File: src/core/rx_flow_defs.svh
// register offsets, field positions, reset values and timing figures
// for the receive flow control and indirect mac register bridge.
// assumes inclusion by bare name from the design file only.
`ifndef RX_FLOW_DEFS_SVH
`define RX_FLOW_DEFS_SVH

// ----------------------------------------------------------------
// register byte offsets on the host register port
// ----------------------------------------------------------------
`define OFS_MAC_INDIRECT_COMMAND 8'ha4
`define OFS_MAC_INDIRECT_DATA 8'ha8
`define OFS_AUTO_FLOW_CONFIG 8'hac

// ----------------------------------------------------------------
// field positions
// ----------------------------------------------------------------
`define CMD_BUSY_BIT 31
`define CMD_RNW_BIT 30
`define CMD_ADDR_MSB 7
`define AFC_HIGH_MSB 23
`define AFC_HIGH_LSB 16
`define AFC_LOW_MSB 15
`define AFC_LOW_LSB 8
`define AFC_BP_MSB 7
`define AFC_BP_LSB 4
`define AFC_MULTICAST_BIT 3
`define AFC_BROADCAST_BIT 2
`define AFC_OWN_ADDR_BIT 1
`define AFC_ANY_BIT 0

// ----------------------------------------------------------------
// reset values
// ----------------------------------------------------------------
`define MAC_CMD_RESET 32'h00000000
`define MAC_DATA_RESET 32'h00000000
`define AUTO_FLOW_CONFIG_RESET 32'h00000000

// ----------------------------------------------------------------
// thresholds count in 64 byte units, i.e. a shift of 6
// ----------------------------------------------------------------
`define LEVEL_UNIT_SHIFT 6

// ----------------------------------------------------------------
// timing: clock rate and jam durations in microseconds / ns
// ----------------------------------------------------------------
`define CLK_MHZ 25
`define BP_US_CODE0 10'd5
`define BP_US_CODE1 10'd10
`define BP_US_CODE2 10'd15
`define BP_US_CODE3 10'd25
`define BP_STEP_US 10'd50
`define BP_10M_EXTRA_NS 2200

`endif

File: src/core/rx_flow_pkg.sv
// types shared by the flow control and register bridge design.
// assumes nothing of its surroundings.
package rx_flow_pkg;

    // flow control episode: idle, or pause sent and release armed
    typedef enum logic [0:0] {
        FLOW_IDLE = 1'b0,
        FLOW_PAUSED = 1'b1
    } flow_state_t;

    // indirect access sequencer
    typedef enum logic [0:0] {
        BRIDGE_IDLE = 1'b0,
        BRIDGE_WAIT = 1'b1
    } bridge_state_t;

endpackage

File: src/core/rx_flow_control_csr_bridge.sv
// automatic receive flow control (pause frames / back pressure) and
// the indirect command/data path to the mac control registers.
// assumes one 25 mhz clock, synchronous inputs, and a mac register
// port that answers each request with a one-cycle ack.
`timescale 1ns/1ps
`include "rx_flow_defs.svh"

module rx_flow_control_csr_bridge #(
    parameter int FIFO_W = 14,
    parameter int BP_CYCLES_PER_US = `CLK_MHZ
) (
    input wire logic clk_in,
    input wire logic rst_in,
    // host register port
    input wire logic [7:0] reg_addr_in,
    input wire logic reg_wr_in,
    input wire logic reg_rd_in,
    input wire logic [31:0] reg_wdata_in,
    output logic [31:0] reg_rdata_out,
    // mac control register port
    output logic mac_req_out,
    output logic mac_read_out,
    output logic [7:0] mac_addr_out,
    output logic [31:0] mac_wdata_out,
    input wire logic mac_ack_in,
    input wire logic [31:0] mac_rdata_in,
    // receive side status
    input wire logic tx_enable_in,
    input wire logic full_duplex_in,
    input wire logic speed_100_in,
    input wire logic [FIFO_W-1:0] rx_fifo_level_in,
    input wire logic rx_preamble_in,
    input wire logic rx_addr_done_in,
    input wire logic rx_multicast_in,
    input wire logic rx_broadcast_in,
    input wire logic rx_own_addr_in,
    input wire logic [15:0] pause_time_value_in,
    // transmit side requests
    output logic pause_req_out,
    output logic [15:0] pause_time_out,
    input wire logic pause_done_in,
    output logic jam_out
);
    import rx_flow_pkg::*;

    // ----------------------------------------------------------------
    // registers
    // ----------------------------------------------------------------
    logic busy_q;
    logic rnw_q;
    logic [7:0] addr_q;
    logic [31:0] data_q;
    logic [31:0] afc_q;
    logic [31:0] reg_rdata_q;
    bridge_state_t bridge_q;
    flow_state_t flow_q;
    logic pause_req_q;
    logic release_q;
    logic [15:0] pause_time_q;
    logic [15:0] jam_cnt_q;

    // ----------------------------------------------------------------
    // configuration fields
    // ----------------------------------------------------------------
    logic [7:0] flow_trigger_high_level;
    logic [7:0] flow_release_low_level;
    logic [3:0] backpressure_length;
    logic multicast_jam_enable;
    logic broadcast_jam_enable;
    logic own_address_jam_enable;
    logic any_frame_flow_enable;
    logic flow_enabled;
    logic [FIFO_W-1:0] high_thr;
    logic [FIFO_W-1:0] low_thr;
    logic high_hit;
    logic below_low;
    logic frame_match;
    logic jam_start;
    logic pause_start;
    logic release_start;
    logic [15:0] bp_cycles;

    assign flow_trigger_high_level = afc_q[`AFC_HIGH_MSB:`AFC_HIGH_LSB];
    assign flow_release_low_level = afc_q[`AFC_LOW_MSB:`AFC_LOW_LSB];
    assign backpressure_length = afc_q[`AFC_BP_MSB:`AFC_BP_LSB];
    assign multicast_jam_enable = afc_q[`AFC_MULTICAST_BIT];
    assign broadcast_jam_enable = afc_q[`AFC_BROADCAST_BIT];
    assign own_address_jam_enable = afc_q[`AFC_OWN_ADDR_BIT];
    assign any_frame_flow_enable = afc_q[`AFC_ANY_BIT];
    assign flow_enabled = |afc_q[`AFC_MULTICAST_BIT:`AFC_ANY_BIT];

    // thresholds scaled to bytes; widths above 14 bits just zero-extend
    assign high_thr = FIFO_W'({flow_trigger_high_level, 6'h00});
    assign low_thr = FIFO_W'({flow_release_low_level, 6'h00});
    assign high_hit = rx_fifo_level_in >= high_thr;
    assign below_low = rx_fifo_level_in < low_thr;

    // ----------------------------------------------------------------
    // jam duration lookup
    // ----------------------------------------------------------------
    // codes 4..f step by 50 us from 50 us; the first four are irregular
    function automatic logic [9:0] bp_us(input logic [3:0] code);
        logic [9:0] r;
        r = 10'h000;
        case (code)
            4'h0: r = `BP_US_CODE0;
            4'h1: r = `BP_US_CODE1;
            4'h2: r = `BP_US_CODE2;
            4'h3: r = `BP_US_CODE3;
            default: r = 10'(({6'h00, code} - 10'h003) * `BP_STEP_US);
        endcase
        return r;
    endfunction

    // 10 mb/s adds a fixed 2.2 us on top of the 100 mb/s figure
    localparam int BP_10M_EXTRA_CYC = (`BP_10M_EXTRA_NS * `CLK_MHZ) / 1000;
    assign bp_cycles = 16'(32'(bp_us(backpressure_length)) * BP_CYCLES_PER_US) +
        (speed_100_in ? 16'h0000 : 16'(BP_10M_EXTRA_CYC));

    // ----------------------------------------------------------------
    // host register writes
    // ----------------------------------------------------------------
    logic cmd_wr;
    logic data_wr;
    logic launch;
    assign cmd_wr = reg_wr_in && (reg_addr_in == `OFS_MAC_INDIRECT_COMMAND);
    assign data_wr = reg_wr_in && (reg_addr_in == `OFS_MAC_INDIRECT_DATA);
    assign launch = cmd_wr && !busy_q && reg_wdata_in[`CMD_BUSY_BIT];

    // command fields are frozen while busy so a stray write cannot
    // redirect an access already in flight
    always_ff @(posedge clk_in) begin
        if (rst_in) begin
            rnw_q <= 1'(`MAC_CMD_RESET >> `CMD_RNW_BIT);
            addr_q <= 8'h00;
        end else if (cmd_wr && !busy_q) begin
            rnw_q <= reg_wdata_in[`CMD_RNW_BIT];
            addr_q <= reg_wdata_in[`CMD_ADDR_MSB:0];
        end
    end

    // flow configuration; reserved bits 31:24 stay zero
    always_ff @(posedge clk_in) begin
        if (rst_in) begin
            afc_q <= `AUTO_FLOW_CONFIG_RESET;
        end else if (reg_wr_in && (reg_addr_in == `OFS_AUTO_FLOW_CONFIG)) begin
            afc_q <= {8'h00, reg_wdata_in[`AFC_HIGH_MSB:0]};
        end
    end

    // ----------------------------------------------------------------
    // indirect access sequencer
    // ----------------------------------------------------------------
    always_ff @(posedge clk_in) begin
        if (rst_in) begin
            bridge_q <= BRIDGE_IDLE;
            busy_q <= 1'b0;
        end else begin
            case (bridge_q)
                BRIDGE_IDLE: begin
                    if (launch) begin
                        bridge_q <= BRIDGE_WAIT;
                        busy_q <= 1'b1;
                    end
                end
                BRIDGE_WAIT: begin
                    if (mac_ack_in) begin
                        bridge_q <= BRIDGE_IDLE;
                        busy_q <= 1'b0;
                    end
                end
                default: begin
                    bridge_q <= BRIDGE_IDLE;
                    busy_q <= 1'b0;
                end
            endcase
        end
    end

    // data register: host writes when idle, read results on ack
    always_ff @(posedge clk_in) begin
        if (rst_in) begin
            data_q <= `MAC_DATA_RESET;
        end else if (bridge_q == BRIDGE_WAIT && mac_ack_in && rnw_q) begin
            data_q <= mac_rdata_in;
        end else if (data_wr && !busy_q) begin
            data_q <= reg_wdata_in;
        end
    end

    // request held level-wise until the mac side acknowledges
    assign mac_req_out = (bridge_q == BRIDGE_WAIT);
    assign mac_read_out = rnw_q;
    assign mac_addr_out = addr_q;
    assign mac_wdata_out = data_q;

    // ----------------------------------------------------------------
    // host register reads, one cycle latency
    // ----------------------------------------------------------------
    always_ff @(posedge clk_in) begin
        if (rst_in) begin
            reg_rdata_q <= 32'h00000000;
        end else if (reg_rd_in) begin
            case (reg_addr_in)
                `OFS_MAC_INDIRECT_COMMAND: reg_rdata_q <= {busy_q, rnw_q, 22'h000000, addr_q};
                `OFS_MAC_INDIRECT_DATA: reg_rdata_q <= data_q;
                `OFS_AUTO_FLOW_CONFIG: reg_rdata_q <= afc_q;
                default: reg_rdata_q <= 32'h00000000;
            endcase
        end
    end
    assign reg_rdata_out = reg_rdata_q;

    // ----------------------------------------------------------------
    // half duplex back pressure
    // ----------------------------------------------------------------
    // any-frame jams at the preamble; the others wait for address decode
    assign frame_match = any_frame_flow_enable ? rx_preamble_in :
        (rx_addr_done_in && ((multicast_jam_enable && rx_multicast_in) ||
        (broadcast_jam_enable && rx_broadcast_in) ||
        (own_address_jam_enable && rx_own_addr_in)));
    assign jam_start = tx_enable_in && !full_duplex_in && high_hit &&
        frame_match && (jam_cnt_q == 16'h0000);

    always_ff @(posedge clk_in) begin
        if (rst_in) begin
            jam_cnt_q <= 16'h0000;
        end else if (!tx_enable_in || full_duplex_in) begin
            jam_cnt_q <= 16'h0000;
        end else if (jam_start) begin
            jam_cnt_q <= bp_cycles;
        end else if (jam_cnt_q != 16'h0000) begin
            jam_cnt_q <= jam_cnt_q - 16'h0001;
        end
    end
    assign jam_out = (jam_cnt_q != 16'h0000) && tx_enable_in;

    // ----------------------------------------------------------------
    // full duplex pause generation
    // ----------------------------------------------------------------
    // one pause per episode: only the idle state may start one
    assign pause_start = tx_enable_in && full_duplex_in && any_frame_flow_enable &&
        (flow_q == FLOW_IDLE) && high_hit && rx_preamble_in && !pause_req_q;
    assign release_start = tx_enable_in && flow_enabled &&
        (flow_q == FLOW_PAUSED) && below_low && !pause_req_q;

    always_ff @(posedge clk_in) begin
        if (rst_in) begin
            flow_q <= FLOW_IDLE;
        end else begin
            case (flow_q)
                FLOW_IDLE: begin
                    if (pause_start) begin
                        flow_q <= FLOW_PAUSED;
                    end
                end
                FLOW_PAUSED: begin
                    // disabling every criterion abandons the episode silently
                    if (release_start || !flow_enabled) begin
                        flow_q <= FLOW_IDLE;
                    end
                end
                default: flow_q <= FLOW_IDLE;
            endcase
        end
    end

    // request stands until the transmitter reports the frame done;
    // a pending request is withdrawn if the transmitter is switched off
    always_ff @(posedge clk_in) begin
        if (rst_in) begin
            pause_req_q <= 1'b0;
        end else if (!tx_enable_in) begin
            pause_req_q <= 1'b0;
        end else if (pause_start || release_start) begin
            pause_req_q <= 1'b1;
        end else if (pause_done_in) begin
            pause_req_q <= 1'b0;
        end
    end

    always_ff @(posedge clk_in) begin
        if (rst_in) begin
            pause_time_q <= 16'h0000;
            release_q <= 1'b0;
        end else if (pause_start) begin
            pause_time_q <= pause_time_value_in;
            release_q <= 1'b0;
        end else if (release_start) begin
            pause_time_q <= 16'h0000;
            release_q <= 1'b1;
        end
    end
    assign pause_req_out = pause_req_q;
    assign pause_time_out = pause_time_q;
endmodule

File: config.mk
export PLATFORM = sky130hd
export DESIGN_NAME = rx_flow_control_csr_bridge
export DESIGN_NICKNAME = d
export VERILOG_FILES = /design/src/core/rx_flow_pkg.sv /design/src/core/rx_flow_control_csr_bridge.sv
export VERILOG_INCLUDE_DIRS = /design/src /design/src/core
export SDC_FILE = /design/constraint.sdc
export NUM_CORES = 1
export LEC_CHECK = 0
export BUFFER_PORTS_ARGS = -buffer_cell sky130_fd_sc_hd__buf_2
export CAP_MARGIN = 25
export CORE_MARGIN = 2
export CORE_UTILIZATION = 49
export CTS_BUF_LIST = sky130_fd_sc_hd__clkbuf_8
export CTS_CLUSTER_DIAMETER = 50
export DETAILED_ROUTE_END_ITERATION = 16
export MAX_ROUTING_LAYER = met4
export PLACE_DENSITY = 0.85
export REMOVE_ABC_BUFFERS = 1
export SLEW_MARGIN = 20
export SYNTH_ARGS = -nofsm -noshare
export SYNTH_HDL_FRONTEND = slang
export SYNTH_SLANG_ARGS = --single-unit
File: constraint.sdc
create_clock -name clk_in -period 5.14 [get_ports clk_in]
set_clock_uncertainty 0.2 [all_clocks]
set_input_delay 0.257 -clock clk_in [delete_from_list [all_inputs] [get_ports clk_in]]
set_output_delay 0.257 -clock clk_in [all_outputs]
set_load 0.02 [all_outputs]
Word-level counts from Yosys, hierarchy flattened --
Index checks and enable logic that the tools add are counted.
Word-level totals: register bits 133, input port bits 116, output and inout port bits 92
Operators by class: reduce and logical (&&, ||, !) cells 48, bitwise operators 3, multiplexer cells 21, equal/unequal tests 8, order comparisons 2, $add $sub $neg 3, multipliers 2
Operators by type and width (number):
- $pmux W32 S3 | 1
- $mux W16 | 4
- $mux W32 | 2
- $pmux W10 S4 | 1
- $logic_and A1 B1 Y1 | 27
- $eq A8 B8 Y1 const B | 3
- $add A15 B6 Y16 | 1
- $logic_not A16 Y1 | 1
- $reduce_bool A16 Y1 | 1
- $sub A16 B1 Y16 const B | 1
- $mul A10 B5 Y15 const B | 1
- $ge A14 B14 Y1 | 1
- $lt A14 B14 Y1 | 1
- $mul A10 B5 Y9 const B | 1
- $mux W1 | 9
- $eq A4 B2 Y1 const B | 2
- $reduce_bool A2 Y1 | 4
- $mux W6 | 1
- $pmux W1 S2 | 3
- $logic_not A1 Y1 | 5
- $logic_or A1 B1 Y1 | 5
- $sub A4 B2 Y5 const B | 1
- $eq A4 B1 Y1 const B | 1
- $logic_not A4 Y1 | 1
- other kinds (5) | 9

Longest topological paths before layout --
Gate-level depths: netlist of the first run.
depth after elaboration 8, mapped depth 23, depth with buffers taken out 23

Worst setup path before layout of the first run --
OpenSTA, ideal clock, no wires.
kind reg-to-reg, start point reg afc_q[6], end point reg jam_cnt_q[12], data arrival time 5038 ps, clock period less this slack 5352 ps, path slack -212 ps, stages on the path, launching flop included 21, required time 4825 ps, cell sequence dfxtp_1 clkbuf_1 a21oi_1 xor2_1 ha_1 ha_1 fa_1 ha_1 a21o_1 a21oi_1 xnor2_1 nor2_1 fa_1 ha_1 ha_1 a21o_1 a211oi_1 o21bai_1 a21oi_1 xor2_1 a2111oi_0
On the way: word-level cells in the longest chain between the ends 6
RTL lines:
- start: declaration | RTL line rx_flow_control_csr_bridge.sv:53 | logic [31:0] afc_q;
- start signal: assignment | RTL line rx_flow_control_csr_bridge.sv:145 | afc_q <= `AUTO_FLOW_CONFIG_RESET;
- start signal: assignment | RTL line rx_flow_control_csr_bridge.sv:147 | afc_q <= {8'h00, reg_wdata_in[`AFC_HIGH_MSB:0]};
- $sub A4 B2 Y5 | RTL line rx_flow_control_csr_bridge.sv:110 | default: r = 10'(({6'h00, code} - 10'h003) * `BP_STEP_US);
- $mul A10 B5 Y9 (no line)
- $pmux W10 S4 (*) | RTL line rx_flow_control_csr_bridge.sv:105 | case (code)
- $mul A10 B5 Y15 (*) | RTL line rx_flow_control_csr_bridge.sv:117 | assign bp_cycles = 16'(32'(bp_us(backpressure_length)) * BP_CYCLES_PER_US) +
- $add A15 B6 Y16 (*) | RTL line rx_flow_control_csr_bridge.sv:117
- $mux W16 (*) | RTL line rx_flow_control_csr_bridge.sv:230 | end else if (jam_start) begin
- end signal: assignment | RTL line rx_flow_control_csr_bridge.sv:231 | jam_cnt_q <= bp_cycles;
- end signal: assignment | RTL line rx_flow_control_csr_bridge.sv:233 | jam_cnt_q <= jam_cnt_q - 16'h0001;
- end: declaration | RTL line rx_flow_control_csr_bridge.sv:60 | logic [15:0] jam_cnt_q;
Every way passes the cells marked *; elsewhere a longest branch is shown, timed or not. A chain may end at the register's enable or synchronous reset.

Final worst setup path of the first run --
start point reg afc_q[5], end point reg jam_cnt_q[12]
The elaborated chain is that of the path after synthesis.

==> flow_summary.yaml, run 1 <==
routing:
  drt_iter0_drc: 660
  finalWirelength_um: 25400
  wl_per_cell_um: 18.3
  num_vias: 8099
  drc: 0
  final_antenna_net_count: 0
  vias_per_cell: 5.82
  first_pass_iters: 5
floorplan:
  core_um2: 15200
  rows: 45
  start_util: 0.500
  ios: 208
  die_x_um: 129
  dieHeight_um: 129
  dieArea_um2: 16500
timing:
  slew_headroom: 0.339
  tightestPinTransition_ps: 984
  maxSlewViolCount: 0
  finalCriticalPeriod_ps: 5110
  rsz0062_at_grt: "yes"
  setup_violations: 0
  fin_crit_sh: 0.993
  max_freq_mhz: 196
  tns_ps: 0
  holdWs_ps: 133
  worst_slack_ps: 33.7
  finalHoldViolations: 0
place:
  dp_hpwl_um: 15300
  pre_cts_slack_ps: -299
  dpl-instance-area_um2: 9060
  port_buffers: 207
  gp_congestion: 0.848
  dp_cells: 1246
logic_synthesis:
  synthAdderAreaFrac: 0.155
  synth_compound_area_frac: 0.198
  synthArstFlopShare: 0
  synth_top_family_by_area: "compound AO/OA/AOI/OAI gates"
  synthMuxAreaShare: 0.0686
  yosys_warnings: 0
  syn_inst: 858
  synthTopCellsByCount: "dfxtp_1 (133), nor2_1 (94), ha_1 (75)"
  synth-simple-area-share: 0.147
  synthFlopType: "dfxtp_1"
  yosysMostFrequentCell: "dfxtp_1"
  synth_top_area_cell: "dfxtp_1"
  synth_top_area_frac: 0.350
  synth_area_um2: 7610
  synthTopCellsByArea: "dfxtp_1 (35%), ha_1 (12%), mux2i_1 (5.5%)"
  synth-xor-area-share: 0.0334
  yosysUniqueCellTypes: 57
  ys_ff_latch: 133
  syn_avg_cell_area_um2: 8.87
  synth_edf_count: 0
  synth_seq_area_share: 0.350
finish:
  fin_nets: 1390
  fillers: 987
  drive_gt1_frac: 0.303
  seq_area_um2: 2670
  final_cells: 1391
  multiInputGateArea_um2: 4980
  area_growth_pct: 44.5
  fin_util: 0.723
  fin_area_um2: 11000
power_and_ir_drop:
  peakVddDrop_v: 0.000377
  pwr-share-seq: 0.319
  power.switching_mw: 1.36
  p_comb_frac: 0.401
  power.leakage_nw: 5.14
  clockPowerShare: 0.281
  switching_share: 0.379
  internal-power_mw: 2.23
  power.total_mw: 3.59
  powerDensity_nw_per_um2: 326
setup_path:
  r2r_setup_slack_ps: 30
  rr_startpoint: "afc_q[5]"
  arrival_ps: 5260
  r2r-end: "jam_cnt_q[12]"
  start_kind: "register"
  endpoint_kind: "register"
  critical_path.max_fanout: 4
  r2r_cells: 19
  crit_type: "register to register"
  required_ps: 5290
grt:
  antenna_found_initial: 1
  overflow: 0
  grt_max_degree: 76
  grt_pass1_vias: 8240
  grt_pass1_wl_um: 39500
  track_usage: 0.308
clock_network:
  cts_tree: "done"
  root_buffer: "clkbuf_8"
  h-tree-depth: 4
  cts_sinks: 133
  cts_max_path_buffers: 2
  clock_latency_ps: 470
  cts_buffers: 17
  clk_pin_slew_ps: 90
worst_hold_path:
  hold_depth: 4
  hold_class: "input pin to register"
  hold_path_end: "flow_q"
  min_from: "rx_preamble_in"
run:
  drv_cap: 0
run_status:
  status: "completed"
power groups by stage:
stage / combinational, mW / sequential [mW] / clock [mW]
floorplan: 1.03 / 1.15 / 0
global placement: 1.30 / 1.16 / 0
detailed placement: 1.33 / 1.16 / 0
CTS: 1.39 / 1.14 / 1.02
global route: 1.58 / 1.15 / 1.06
finish: 1.44 / 1.14 / 1.01
worst max-delay path, stage by stage, from the launching register on:
cell and delay, ps:
dfxtp_4 380, a21oi_4 180, xor2_2 250, ha_4 250
ha_4 210, fa_1 550, ha_4 220, a21o_1 200
a21oi_4 170, xnor2_2 130, nor2_2 60, fa_1 560
ha_4 230, ha_4 230, a21o_1 190, a211oi_2 230
o21bai_1 110, a21oi_1 180, xor2_1 100, a2111oi_1 360
worst max-delay path by stage:
stage,startpoint,endpoint,slack [ps]
floorplan,afc_q[4],jam_cnt_q[12],-210
finish,afc_q[5],jam_cnt_q[12],30
global route,afc_q[5],jam_cnt_q[12],-140
CTS,afc_q[4],jam_cnt_q[14],10
detailed placement,afc_q[5],jam_cnt_q[12],-300
global placement,afc_q[4],jam_cnt_q[12],-160
timing repair:
action / CTS / global route
pin swaps: 16 / 25
setup buffers: 1 / 6
hold buffers: 103 / 0
setup endpoints to repair: 5 / 6
resized for setup: 23 / 43
endpoints found under the hold margin: 103 / 0
per-layer routing:
layer  vias up  wire, µm  global-route usage  share of wire
met5         -         0                   -              0
met4         0      1320               0.176          0.052
met1      3782      9810               0.340           0.39
met2       443     12400               0.517           0.49
li1       3741         -                   -              -
met3       133      1970              0.0661          0.077
kinds of logic after synthesis:
kind of cell	after synthesis
buf+inv	97
mux	51
flops	133
xor+xnor	29
simple gates	241
fa+ha+maj	87
compound gates	220
cell type report:
cell class | count | area share
clock buffers | 17 | 0.0213
multi-input cells | 628 | 0.453
inverters | 46 | 0.0162
well taps | 188 | 0.0214
flip-flops and latches | 133 | 0.243
diodes | 3 | 0.000683
repair buffers | 361 | 0.225
clock inverters | 15 | 0.0196
sequential cells by signal, indices dropped and copies added (netlist names):
name and flops:
pause_time_out 16, mac_wdata_out 32, mac_req_out 1, mac_addr_out 8, jam_cnt_q 16, reg_rdata_out 32
afc_q 24, mac_read_out 1, busy_q 1, pause_req_out 1, flow_q 1
cells in the final DEF (no fill, tap or decap), types with 12 or more instances in the layout:
master and count:
a211oi_1 34, a21oi_1 67, a22o_1 18, a22oi_1 26
a2bb2oi_1 16, buf_2 206, buf_4 51, clkbuf_8 17
dfxtp_1 130, dlygate4sd3_1 103, ha_1 56, ha_4 18
inv_1 39, mux2i_1 42, nand2_1 54, nand3_1 38
nor2_1 92, xnor2_1 12, xor2_1 12
Note: power is estimated with default switching activity, not from simulation.
==> run 2: changes to the inputs <==
--- a/config.mk
+++ b/config.mk
@@ -9,12 +9,12 @@
 export BUFFER_PORTS_ARGS = -buffer_cell sky130_fd_sc_hd__buf_2
 export CAP_MARGIN = 25
 export CORE_MARGIN = 2
-export CORE_UTILIZATION = 49
+export CORE_UTILIZATION = 30
 export CTS_BUF_LIST = sky130_fd_sc_hd__clkbuf_8
 export CTS_CLUSTER_DIAMETER = 50
 export DETAILED_ROUTE_END_ITERATION = 16
 export MAX_ROUTING_LAYER = met4
-export PLACE_DENSITY = 0.85
+export PLACE_DENSITY = 0.59
 export REMOVE_ABC_BUFFERS = 1
 export SLEW_MARGIN = 20
 export SYNTH_ARGS = -nofsm -noshare
==> constraint.sdc (replaced) <==
create_clock -name clk_in -period 4.1 [get_ports clk_in]
set_clock_uncertainty 0.2 [all_clocks]
set_input_delay 0.205 -clock clk_in [delete_from_list [all_inputs] [get_ports clk_in]]
set_output_delay 0.205 -clock clk_in [all_outputs]
set_load 0.02 [all_outputs]
==> run 2 against run 1 <==
  * The flow now finishes with violations (setup timing)
  * Largest cell class unchanged
  * Final cell count rose by 12%
  * Clock-buffer cell count rose by 1
  * Register-to-register slack got worse by 1100 ps
  * Design area rose by 3.4%
  * Critical path type unchanged
  * Worst hold slack got worse by 70 ps
  * Via count fell by 5.5%
  * Critical path depth rose by 2
  * Routed wire length fell by 2.0%
==> flow_summary.yaml, run 2 (synthesis gave the netlist of run 1 again) <==
run_status:
  status: "finished with violations"
  violations: "setup timing"
grt:
  overflow: 0
  antenna_found_initial: 1
  grt_pass1_vias: 7636
  track_usage: 0.193
  grt_pass1_wl_um: 39700
  grt_max_degree: 88
setup_path:
  required_ps: 4240
  critical_path.max_fanout: 4
  endpoint_kind: "register"
  crit_type: "register to register"
  crit_path_max_incr_delay_ps: 570
  arrival_ps: 5260
  cp_slowest_cell: "fa_1"
  start_kind: "register"
  path_cells: "a21oi_4 > xor2_2 > ha_2 > inv_2 > fa_1 > fa_1 > inv_2 > ha_4 > a21oi_2 > xnor2_1 > nor2_2 > fa_1 > ha_4 > ha_4 > buf_6 > a21oi_2 > a21bo_2 > o21bai_1 > a21oi_1 > xor2_1 > a2111oi_0"
floorplan:
  die_x_um: 163
  core_um2: 25000
  dieHeight_um: 163
  rows: 58
  ios: 208
  start_util: 0.304
  dieArea_um2: 26700
timing:
  setup_violations: 11
  max_freq_mhz: 195
  tightestPinTransition_ps: 985
  fin_crit_sh: 1.25
  holdWs_ps: 62.7
  tns_ps: -7990
  rsz0062_at_grt: "yes"
  worst_slack_ps: -1030
  finalCriticalPeriod_ps: 5130
  finalHoldViolations: 0
  slew_headroom: 0.338
  maxSlewViolCount: 0
routing:
  finalWirelength_um: 24900
  final_antenna_net_count: 0
  drt_iter0_drc: 272
  num_vias: 7656
  vias_per_cell: 4.93
  drc: 0
  first_pass_iters: 5
  wl_per_cell_um: 16.0
place:
  dpl-instance-area_um2: 9470
  gp_congestion: 0.814
  dp_hpwl_um: 17100
  pre_cts_slack_ps: -1280
  port_buffers: 207
clock_network:
  h-tree-depth: 4
  cts_tree: "done"
  root_buffer: "clkbuf_8"
  cts_buffers: 17
  clk_pin_slew_ps: 90
  cts_sinks: 133
  cts_max_path_buffers: 2
  clock_latency_ps: 460
power_and_ir_drop:
  powerDensity_nw_per_um2: 366
  power.leakage_nw: 5.19
  peakVddDrop_v: 0.000496
finish:
  mostFrequentLayoutCell: "buf_2"
  fin_nets: 1413
  drive_gt1_frac: 0.339
  fin_util: 0.454
  layout_common_cells: "buf_2 (206), dfxtp_1 (130), nor2_1 (91), dlygate4sd3_1 (91), buf_4 (78)"
  fillers: 2410
  fin_area_um2: 11400
  area_growth_pct: 49.4
run:
  drv_cap: 0
worst_hold_path:
  hold_class: "input pin to register"
## run 2: cell count changes in the layout (fill, tap and decap cells not counted), sizes merged
cell         delta
dlygate4sd3    -12
clkinv          -2
clkbuf          +1
clkinvlp        +1
inv             +3
bufinv          -3
buf            +35
diode           -2
## run 2: routing by layer
| layer | vias to the layer above | global-route usage | share of wire |
|---|---|---|---|
| met3 | 36 | 0.0460 | 0.053 |
| met2 | 229 | 0.319 | 0.48 |
| met4 | 0 | 0.0708 | 0.031 |
| li1 | 3789 | - | - |
| met1 | 3602 | 0.230 | 0.43 |
| met5 | - | - | 0 |
## run 2: path summary, 6_finish.rpt
check / startpoint / end / slack [ps] / cells past startpoint
worst max-delay path: afc_q[5] / jam_cnt_q[12] / -1030 / 21
worst min register to register: reg_rdata_out[24] / reg_rdata_out[24] / 260 / 2
worst max register to register: afc_q[5] / jam_cnt_q[12] / -1030 / 21
worst min-delay path: rx_preamble_in / flow_q / 60 / 4
## run 2: what timing repair did
item	in CTS	in global routing
pin swaps	56	13
gates resized for setup	74	17
buffers inserted	7	3
hold buffers	91	0
hold endpoints to repair	99	0
endpoints found under the setup margin	11	11
## run 2: through the flow
stage          power [mW]  cells
2_1_floorplan        2.74    807
3_3_place_gp         3.17   1420
3_5_place_dp         3.18   1420
4_1_cts              3.97   1550
5_1_grt              4.17   1554
6_report             4.17   1554
## run 2: cell type report
cell class,count,area (µm²),area share
clock buffers,18,248,0.0218
diodes,1,2.50,0.000220
well taps,330,413,0.0363
multi-input cells,628,5080,0.447
flip-flops and latches,133,2670,0.235
inverters,46,175,0.0154
clock inverters,14,140,0.0123
repair buffers,384,2640,0.232
## run 2: power breakdown
| part | switching, mW | internal [mW] |
|---|---|---|
| logic | 0.951 | 0.684 |
| clock network | 0.612 | 0.514 |
| registers | 0.0534 | 1.35 |
| total | 1.62 | 2.55 |
## run 2: critical path, delay by kind of cell (launching register included)
family	cells	cell delay, ps
flops	1	370
fa+ha+maj	7	2550
compound gates	7	1070
buf+inv	3	190
simple gates	1	90
xor+xnor	3	540
